==> config.mk <==
export PLATFORM = sky130hd
export DESIGN_NAME = rtr_regs
export DESIGN_NICKNAME = d
export VERILOG_FILES = /design/src/rtr_pkg.sv /design/src/rtr_cfg_if.sv /design/src/rtr_regs.sv /design/src/rtr_trim_decode.sv /design/src/rtr_level_comp.sv
export SDC_FILE = /design/constraint.sdc
export NUM_CORES = 1
export LEC_CHECK = 0
export ABC_CLOCK_PERIOD_IN_PS = 5500
export BUFFER_PORTS_ARGS = -buffer_cell sky130_fd_sc_hd__buf_2
export CAP_MARGIN = 20
export CORE_AREA = 2 2 128 130
export CTS_BUF_LIST = sky130_fd_sc_hd__clkbuf_4
export DETAILED_ROUTE_END_ITERATION = 16
export DIE_AREA = 0 0 130 132
export PLACE_DENSITY_LB_ADDON = 0.25
export SETUP_SLACK_MARGIN = 0.2
export SLEW_MARGIN = 20
export SYNTH_ARGS = -nofsm -noshare
export SYNTH_HDL_FRONTEND = slang
export SYNTH_SLANG_ARGS = --single-unit
==> constraint.sdc <==
create_clock -name ref_clk -period 5.5 [get_ports ref_clk]
set_input_delay 0.275 -clock ref_clk [delete_from_list [all_inputs] [get_ports ref_clk]]
set_output_delay 0.275 -clock ref_clk [all_outputs]
set_load 0.02 [all_outputs]
==> src/rtr_pkg.sv <==
// constants and types shared by the receiver trim and level register bank
package rtr_pkg;
  localparam int RTR_ADDR_W = 12;
  localparam int RTR_DATA_W = 32;
  localparam logic [7:0] RTR_IDX_COARSE = 8'h8C;
  localparam logic [7:0] RTR_IDX_FINE = 8'h8D;
  localparam logic [7:0] RTR_IDX_MONITOR = 8'h8E;
  localparam logic [7:0] RTR_IDX_CONVERTER = 8'h8F;
  localparam logic [7:0] RTR_IDX_OFFSET = 8'h90;
  localparam logic [7:0] RTR_IDX_SLOPE = 8'h91;
  localparam logic [7:0] RTR_IDX_POS_THR = 8'h92;
  localparam logic [7:0] RTR_IDX_CONTROL = 8'hA0;
  localparam logic [7:0] RTR_IDX_STATUS = 8'hA1;
  localparam logic [7:0] RTR_IDX_NONE = 8'hFF;
  localparam logic [4:0] RTR_RST_COARSE = 5'h10;
  localparam logic [3:0] RTR_RST_FINE = 4'h0;
  localparam logic RTR_RST_MON_EN = 1'b1;
  localparam logic [2:0] RTR_RST_CONVERTER = 3'h0;
  localparam logic [7:0] RTR_RST_OFFSET = 8'h80;
  localparam logic [7:0] RTR_RST_SLOPE = 8'h80;
  localparam logic [7:0] RTR_RST_POS_THR = 8'h1E;
  localparam logic RTR_RST_LIMIT_EN = 1'b0;
  localparam logic [4:0] RTR_COARSE_MAX = 5'h18;
  localparam int RTR_COARSE_W = 5;
  localparam int RTR_FINE_W = 4;
  localparam int RTR_CONV_W = 3;
  localparam int RTR_MON_EN_BIT = 0;
  localparam int RTR_LIMIT_EN_BIT = 0;
  localparam int RTR_STAT_COARSE_LSB = 0;
  localparam int RTR_STAT_FINE_LSB = 8;
  localparam int RTR_STAT_ACCEPT_BIT = 16;
  localparam int RTR_SLOPE_SHIFT = 7;
  localparam logic [2:0] RTR_CONV_LEVEL = 3'h0;
  localparam logic [2:0] RTR_CONV_TEMP = 3'h1;
  localparam logic [2:0] RTR_CONV_HALF_SUPPLY = 3'h2;
  localparam logic [1:0] RTR_HTRANS_NONSEQ = 2'h2;
  typedef enum logic [1:0] {
    RTR_BUS_IDLE = 2'b00,
    RTR_BUS_WRITE = 2'b01,
    RTR_BUS_READ = 2'b10
  } rtr_bus_t;
endpackage : rtr_pkg

==> src/rtr_cfg_if.sv <==
// configuration and result signals between the register bank and its helpers
`timescale 1ns/1ns
interface rtr_cfg_if;
  logic [4:0] coarse_code;
  logic [3:0] fine_bits;
  logic [4:0] coarse_applied;
  logic [2:0] fine_eighths;
  logic [7:0] level_in;
  logic [7:0] slope;
  logic [7:0] offset;
  logic [8:0] offset_value;
  logic [10:0] level_comp;
  modport regs (output coarse_code, output fine_bits, output level_in, output slope,
    output offset, input coarse_applied, input fine_eighths, input offset_value,
    input level_comp);
  modport trim (input coarse_code, input fine_bits, output coarse_applied,
    output fine_eighths);
  modport comp (input level_in, input slope, input offset, output offset_value,
    output level_comp);
endinterface : rtr_cfg_if

==> src/rtr_regs.sv <==
// receiver trim and signal level register bank behind an ahb-lite slave port
//
// Overview of operation
// - coarse crystal trim code maps linearly, 1 pF per step, 00h..18h
// - coarse codes above 18h saturate to the 24 pF setting
// - fine trim bits 3,2,1 connect 500, 250, 125 fF capacitors independently
// - level monitor buffer enable follows bit 0, set out of reset
// - converter input: 000 level, 001 temperature, 010 half supply, rest unused
// - offset code means -256 at 00h to 254 at FFh, steps of two
// - level multiplied by slope code times 2^-7; 80h gives unity
// - positive rate threshold only checked while rate limit enable is set
`timescale 1ns/1ns
module rtr_regs
  import rtr_pkg::*;
(
  input wire logic ref_clk,
  input wire logic reset,
  input wire logic hsel,
  input wire logic [RTR_ADDR_W-1:0] haddr,
  input wire logic [1:0] htrans,
  input wire logic hwrite,
  input wire logic [2:0] hsize,
  input wire logic [RTR_DATA_W-1:0] hwdata,
  input wire logic hready,
  output logic hreadyout,
  output logic [RTR_DATA_W-1:0] hrdata,
  output logic hresp,
  input wire logic [7:0] level_sample,
  input wire logic [7:0] rate_dev_pos,
  output logic [4:0] crystal_coarse_cap_code,
  output logic crystal_fine_cap_500ff,
  output logic crystal_fine_cap_250ff,
  output logic crystal_fine_cap_125ff,
  output logic crystal_fine_cap_lsb,
  output logic level_monitor_buffer_enable,
  output logic [2:0] converter_input_code,
  output logic conv_sel_level,
  output logic conv_sel_temp,
  output logic conv_sel_half_supply,
  output logic [8:0] level_offset_value,
  output logic [10:0] level_compensated,
  output logic rate_accept
);
  typedef struct packed {
    rtr_bus_t bus;
    logic [7:0] idx;
    logic [4:0] coarse;
    logic [3:0] fine;
    logic mon_en;
    logic [2:0] conv;
    logic [7:0] offset;
    logic [7:0] slope;
    logic [7:0] thr;
    logic limit_en;
    logic sel_level;
    logic sel_temp;
    logic sel_half;
    logic accept;
    logic [RTR_DATA_W-1:0] rdata;
    logic ready;
    logic resp;
  } rtr_state_t;

  localparam rtr_state_t RTR_STATE_RST = '{
    bus: RTR_BUS_IDLE,
    idx: RTR_IDX_NONE,
    coarse: RTR_RST_COARSE,
    fine: RTR_RST_FINE,
    mon_en: RTR_RST_MON_EN,
    conv: RTR_RST_CONVERTER,
    offset: RTR_RST_OFFSET,
    slope: RTR_RST_SLOPE,
    thr: RTR_RST_POS_THR,
    limit_en: RTR_RST_LIMIT_EN,
    sel_level: 1'b1,
    sel_temp: 1'b0,
    sel_half: 1'b0,
    accept: 1'b1,
    rdata: '0,
    ready: 1'b1,
    resp: 1'b0
  };

  rtr_state_t q;
  rtr_state_t next_q;
  rtr_cfg_if cfg ();

  // word index of a byte address; misaligned or out of window is unmapped
  function automatic logic [7:0] rtr_index(input logic [RTR_ADDR_W-1:0] addr);
    if (addr[1:0] != 2'b00 || addr[RTR_ADDR_W-1:10] != '0) begin
      return RTR_IDX_NONE;
    end
    return addr[9:2];
  endfunction : rtr_index

  // converter select decode, applied to the next converter code each cycle; reset loads the level select directly
  function automatic logic [2:0] rtr_conv_onehot(input logic [2:0] code);
    unique case (code)
      RTR_CONV_LEVEL: return 3'h1;
      RTR_CONV_TEMP: return 3'h2;
      RTR_CONV_HALF_SUPPLY: return 3'h4;
      default: return 3'h0;
    endcase
  endfunction : rtr_conv_onehot

  logic accept_addr;
  logic [RTR_DATA_W-1:0] read_word;
  logic [2:0] conv_sel;

  assign accept_addr = hsel && htrans[1] && hready;

  always_comb begin
    read_word = '0;
    unique case (q.idx)
      RTR_IDX_COARSE: read_word[RTR_COARSE_W-1:0] = q.coarse;
      RTR_IDX_FINE: read_word[RTR_FINE_W-1:0] = q.fine;
      RTR_IDX_MONITOR: read_word[RTR_MON_EN_BIT] = q.mon_en;
      RTR_IDX_CONVERTER: read_word[RTR_CONV_W-1:0] = q.conv;
      RTR_IDX_OFFSET: read_word[7:0] = q.offset;
      RTR_IDX_SLOPE: read_word[7:0] = q.slope;
      RTR_IDX_POS_THR: read_word[7:0] = q.thr;
      RTR_IDX_CONTROL: read_word[RTR_LIMIT_EN_BIT] = q.limit_en;
      RTR_IDX_STATUS: begin
        read_word[RTR_STAT_COARSE_LSB +: 5] = cfg.coarse_applied;
        read_word[RTR_STAT_FINE_LSB +: 3] = cfg.fine_eighths;
        read_word[RTR_STAT_ACCEPT_BIT] = q.accept;
      end
      default: read_word = '0;
    endcase
  end

  always_comb begin
    next_q = q;
    conv_sel = 3'h0;
    next_q.resp = 1'b0;
    unique case (q.bus)
      RTR_BUS_IDLE, RTR_BUS_WRITE: begin
        if (q.bus == RTR_BUS_WRITE) begin
          // only the defined field bits are stored
          unique case (q.idx)
            RTR_IDX_COARSE: next_q.coarse = hwdata[RTR_COARSE_W-1:0];
            RTR_IDX_FINE: next_q.fine = hwdata[RTR_FINE_W-1:0];
            RTR_IDX_MONITOR: next_q.mon_en = hwdata[RTR_MON_EN_BIT];
            RTR_IDX_CONVERTER: next_q.conv = hwdata[RTR_CONV_W-1:0];
            RTR_IDX_OFFSET: next_q.offset = hwdata[7:0];
            RTR_IDX_SLOPE: next_q.slope = hwdata[7:0];
            RTR_IDX_POS_THR: next_q.thr = hwdata[7:0];
            RTR_IDX_CONTROL: next_q.limit_en = hwdata[RTR_LIMIT_EN_BIT];
            default: next_q.idx = q.idx;
          endcase
        end
        if (accept_addr) begin
          next_q.idx = rtr_index(haddr);
          if (hwrite) begin
            next_q.bus = RTR_BUS_WRITE;
          end else begin
            // one wait state lets a write just before be seen by this read
            next_q.bus = RTR_BUS_READ;
            next_q.ready = 1'b0;
          end
        end else begin
          next_q.bus = RTR_BUS_IDLE;
        end
      end
      RTR_BUS_READ: begin
        next_q.rdata = read_word;
        next_q.ready = 1'b1;
        next_q.bus = RTR_BUS_IDLE;
      end
      default: next_q.bus = RTR_BUS_IDLE;
    endcase
    conv_sel = rtr_conv_onehot(next_q.conv);
    next_q.sel_level = conv_sel[0];
    next_q.sel_temp = conv_sel[1];
    next_q.sel_half = conv_sel[2];
    // without the enable every positive deviation is tolerated
    next_q.accept = !q.limit_en || (rate_dev_pos <= q.thr);
  end

  always_ff @(posedge ref_clk) begin
    if (reset) begin
      q <= RTR_STATE_RST;
    end else begin
      q <= next_q;
    end
  end

  assign cfg.coarse_code = q.coarse;
  assign cfg.fine_bits = q.fine;
  assign cfg.level_in = level_sample;
  assign cfg.slope = q.slope;
  assign cfg.offset = q.offset;

  rtr_trim_decode u_trim (
    .ref_clk(ref_clk),
    .reset(reset),
    .cfg(cfg.trim)
  );

  rtr_level_comp u_comp (
    .ref_clk(ref_clk),
    .reset(reset),
    .cfg(cfg.comp)
  );

  assign hreadyout = q.ready;
  assign hrdata = q.rdata;
  assign hresp = q.resp;
  assign crystal_coarse_cap_code = cfg.coarse_applied;
  assign crystal_fine_cap_500ff = q.fine[3];
  assign crystal_fine_cap_250ff = q.fine[2];
  assign crystal_fine_cap_125ff = q.fine[1];
  assign crystal_fine_cap_lsb = q.fine[0];
  assign level_monitor_buffer_enable = q.mon_en;
  assign converter_input_code = q.conv;
  assign conv_sel_level = q.sel_level;
  assign conv_sel_temp = q.sel_temp;
  assign conv_sel_half_supply = q.sel_half;
  assign level_offset_value = cfg.offset_value;
  assign level_compensated = cfg.level_comp;
  assign rate_accept = q.accept;
endmodule : rtr_regs

==> src/rtr_trim_decode.sv <==
// crystal trim decode: coarse code saturation and fine capacitor weights
`timescale 1ns/1ns
module rtr_trim_decode
  import rtr_pkg::*;
(
  input wire logic ref_clk,
  input wire logic reset,
  rtr_cfg_if.trim cfg
);
  typedef struct packed {
    logic [4:0] coarse_applied;
    logic [2:0] fine_eighths;
  } rtr_trim_t;
  rtr_trim_t q;
  rtr_trim_t next_q;

  always_comb begin
    next_q = q;
    // one pF per step, codes past the top clamp to it
    if (cfg.coarse_code > RTR_COARSE_MAX) begin
      next_q.coarse_applied = RTR_COARSE_MAX;
    end else begin
      next_q.coarse_applied = cfg.coarse_code;
    end
    // 500/250/125 fF switches, counted in eighths of a pF
    next_q.fine_eighths = cfg.fine_bits[3:1];
  end

  always_ff @(posedge ref_clk) begin
    if (reset) begin
      q <= '{coarse_applied: RTR_RST_COARSE, fine_eighths: RTR_RST_FINE[3:1]};
    end else begin
      q <= next_q;
    end
  end

  assign cfg.coarse_applied = q.coarse_applied;
  assign cfg.fine_eighths = q.fine_eighths;
endmodule : rtr_trim_decode

==> src/rtr_level_comp.sv <==
// signal level compensation: slope in steps of 1/128, then offset in steps of two
`timescale 1ns/1ns
module rtr_level_comp
  import rtr_pkg::*;
(
  input wire logic ref_clk,
  input wire logic reset,
  rtr_cfg_if.comp cfg
);
  typedef struct packed {
    logic [8:0] offset_value;
    logic [10:0] level_comp;
  } rtr_comp_t;
  rtr_comp_t q;
  rtr_comp_t next_q;
  logic [15:0] product;
  logic [8:0] scaled;
  logic [8:0] offset_now;

  always_comb begin
    next_q = q;
    product = cfg.level_in * cfg.slope;
    scaled = product[15:RTR_SLOPE_SHIFT];
    // flipping the top bit and appending a zero turns code 00h..FFh into -256..254
    offset_now = {~cfg.offset[7], cfg.offset[6:0], 1'b0};
    next_q.offset_value = offset_now;
    next_q.level_comp = 11'({2'b00, scaled} + {{2{offset_now[8]}}, offset_now});
  end

  always_ff @(posedge ref_clk) begin
    if (reset) begin
      q <= '0;
    end else begin
      q <= next_q;
    end
  end

  assign cfg.offset_value = q.offset_value;
  assign cfg.level_comp = q.level_comp;
endmodule : rtr_level_comp

==> results.toml <==
[final_layout]
nets = 939
area_delta_synth_final_pct = 18.22
fillers = 1546
drive_gt1_share_pct = 27.99

[floorplanning]
row_count = 46
num_io_pins = 141
initial_core_util_pct = 39.78
die-height_um = 132
die-area_um2 = 17160
die_w_um = 130
coreArea_um2 = 15710

[logic_synthesis]
netlist_area_um2 = 6250
synth_flop_cell = "dfxtp_1"
synth_top_family_by_area = "adder cells"
synthSimpleGateAreaFrac_pct = 19.76
synthMuxAreaShare_pct = 7.007
async_flop_share_pct = 0
synth_compound_area_share_pct = 9.890
yosys-top-cells-area = "dfxtp_1 (29%), fa_1 (12%), ha_1 (10%)"
synth_cell_types = 61
synth_cells = 676
netlist.area_leader.share_pct = 29.47
synth_seq_cells = 92
synth_edf_count = 0
yosys.area.top_type = "dfxtp_1"
synth_xor_area_share_pct = 1.962
syn_avg_cell_area_um2 = 9.245
ys_warn_count = 0
synthAdderAreaFrac_pct = 21.54
ys_seq_area_share_pct = 29.47

[power]
p_per_area_nw_per_um2 = 156.0
comb_power_share_pct = 10.3
finalPower_uw = 1152
leakagePower_uw = 0.003422
p_sw_uw = 307.9
power_frac_seq_pct = 58.1
pwr-share-clk_pct = 31.6
worst_ir_drop_vdd_uv = 94.76
swShare_pct = 26.72
p_int_uw = 844.5

[placed_design]
dp_hpwl_um = 11640
globalplace.congestion = 0.8248
preCtsSetupSlack_ns = -0.1094
io_buffers = 90

[setup_path]
required_ns = 5.88
timing.rr.end = "u_comp.cfg.level_comp[9]"
cp_top_family = "adder cells"
crit_start = "cfg.slope[2]"
cp_slowest_cell = "fa_1"
regToRegSetupSlack_ns = 0.33
endpoint = "u_comp.cfg.level_comp[9]"
cp_max_fo = 5
cpPeakStageDelay_ns = 0.56
r2r_cells = 21
start_kind = "register"
cp_cell_sequence = "and2_4 > fa_2 > fa_1 > inv_1 > fa_1 > fa_1 > inv_1 > ha_4 > a21oi_4 > nor2b_1 > nor2_1 > xnor2_1 > ha_2 > inv_2 > fa_2 > nor2b_2 > o21ai_2 > a21oi_4 > o21ai_2 > a211oi_2 > mux2_4"
arrival_ns = 5.55
path_buf_inv = 3
crit_top_cell = "fa_1"
r2r-start = "cfg.slope[2]"
cp.depth = 21
worst-setup-path-type = "reg -> reg"
critPathCaptureType = "register"

[timing]
tns_ns = 0
final_hold_viol_count = 0
fin_crit_ns = 5.169
setup_viol = 0
worst_slack_ns = 0.3308
worstMarginPinSlew_ns = 0.6425
rsz0062_at_grt = "true"
fmax_mhz = 193.5
max-slew-margin-rel_pct = 57.17
period_share_pct = 93.99
finalMaxSlewViolations = 0
hold_ws_ns = 0.02747
fin_skew_ns = 0.01498

[clock_tree]
cts-htree-levels = 3
clk_path_buf_depth = 2
cts_made_buffers = 9
cts_tree = "built"
clock_tree.root_cell = "clkbuf_4"
clock_latency_ns = 0.46
cts.sinks = 92
clkTransAtPathRegs_ns = 0.15

[routing]
via_count = 4895
drc = 0
drt-initial-drc-count = 225
drtAntennaViolNets = 0
firstDrtPassIters = 5
wl_per_cell_um = 14.86
viasPerCell = 4.875
wl_um = 14920

[grt]
track_usage_pct = 17.63
grt_pass1_vias = 4879
grt_pass1_wl_um = 24020
grt_antenna_before_repair = 3
overflow = 0
grt_max_degree = 53

[status]
status = "complete, no violations"

[min_path]
worstHoldPathType = "in -> reg"
hold_path_depth = 3

[flow_run]
max_cap_violations = 0
worst min path at each step:
stage / start / slack (ns) / end
2_1_floorplan: hwrite / 0.35 / q[85]
3_3_place_gp: u_trim.cfg.fine_eighths[2] / 0.42 / hrdata[10]
3_5_place_dp: u_trim.cfg.fine_eighths[0] / 0.43 / hrdata[8]
4_1_cts: haddr[4] / 0.008 / q[78]
5_1_grt: haddr[9] / 0.001 / q[83]
6_report: haddr[8] / 0.03 / q[82]
synthesized netlist by cell type, types with 4 or more instances:
library cell / number
a211oi_1: 8
mux2_2: 4
and2_1: 56
buf_2: 4
and3_1: 4
a21oi_1: 17
a22o_1: 6
nor2b_1: 23
nand2b_1: 11
clkbuf_1: 15
xor2_1: 6
fa_1: 36
o21ai_0: 16
a21o_1: 4
o22ai_1: 8
nor2_1: 63
xnor2_1: 8
nand3_1: 8
mux2i_1: 37
a211o_1: 7
ha_1: 50
buf_4: 40
dfxtp_1: 92
inv_1: 63
nor3_1: 10
nand2_1: 30
cell families (layout without fill, tap and decap cells):
group           Yosys count  count (layout)
mux                      42              42
simple gates            226             226
other cells               1              24
buf+inv                 126             215
xor+xnor                 14              14
fa+ha+maj                86              86
compound gates           89              89
flops                    92              92
routing by layer:
layer	GRT usage [%]	wire (µm)	vias up
li1	-	-	2413
met1	24.08	6880	2341
met2	28.45	7098	125
met3	2.963	716	16
met4	5.436	227	0
met5	0	0	-
flip-flops by register name, summed over array words and instances (netlist names):
| name | count |
|---|---|
| u_trim.cfg.coarse_applied | 5 |
| cfg.offset | 8 |
| rate_accept | 1 |
| conv_sel_temp | 1 |
| q | 19 |
| cfg.fine_bits | 4 |
| conv_sel_level | 1 |
| cfg.slope | 8 |
| u_comp.cfg.level_comp | 11 |
| level_monitor_buffer_enable | 1 |
| u_trim.cfg.fine_eighths | 3 |
| hreadyout | 1 |
| hrdata | 12 |
| u_comp.cfg.offset_value | 8 |
| converter_input_code | 3 |
| conv_sel_half_supply | 1 |
| cfg.coarse_code | 5 |
layout by cell type, fill, tap and decap left out, drive strengths merged, types with 4 or more instances in the layout:
cell type | netlist | layout
a21o | 4 | 4
clkbuf | 16 | 9
o22ai | 8 | 8
fa | 36 | 36
mux2i | 37 | 37
nand3 | 8 | 8
nor2b | 23 | 23
a211o | 7 | 7
nand2b | 11 | 11
a21oi | 18 | 18
mux2 | 4 | 4
and2 | 56 | 56
xnor2 | 8 | 8
and4b | 4 | 4
conb | 1 | 22
nor2 | 63 | 63
inv | 63 | 63
xor2 | 6 | 6
nand2 | 30 | 30
buf | 47 | 137
nor3 | 12 | 12
a211oi | 8 | 8
dfxtp | 92 | 92
a22o | 6 | 6
o21ai | 17 | 17
ha | 50 | 50
and3 | 4 | 4
metrics by stage:
step	instance area [µm²]	instances	util, %
after floorplan	6344	697	-
after global placement	6938	978	44.16
after detailed placement	6938	978	44.16
after CTS	7228	997	46.00
after global routing	7388	1004	47.02
final	7388	1004	47.02
power groups by stage:
stage	registers (µW)	clock network [µW]	logic [µW]
final	669	364	119
after global routing	670	400	132
after detailed placement	687	0	112
after global placement	687	0	110
after CTS	671	376	116
after floorplan	691	0	73.7
worst register-to-register path, delay by kind of cell (launching register included):
family	cells	cell delay [ns]
flip-flops	1	0.40
buffers and inverters	3	0.17
adder cells (fa/ha/maj)	7	2.84
AO/OA/AOI/OAI	5	0.67
multiplexers	1	0.32
AND/OR/NAND/NOR	4	0.52
XOR/XNOR	1	0.14
area by class of cell:
type	count	area (µm²)	area share, %
repair buffers	138	828.3	11.21
well taps	216	270.3	3.658
clock inverters	5	55.05	0.7451
clock buffers	9	67.56	0.9145
diodes	2	5.005	0.06774
multi-input cells	479	4060	54.95
inverters	63	236.5	3.201
flip-flops and latches	92	1866	25.25
what timing repair did:
action | 4_1_cts | 5_1_grt
endpoints found under the setup margin | 5 | 6
resized for setup | 32 | 40
pin swaps | 15 | 48
hold buffers | 1 | 0
hold endpoints to repair | 1 | 0
setup buffers | 4 | 5
No activity file was read; power rests on OpenSTA's default activity.
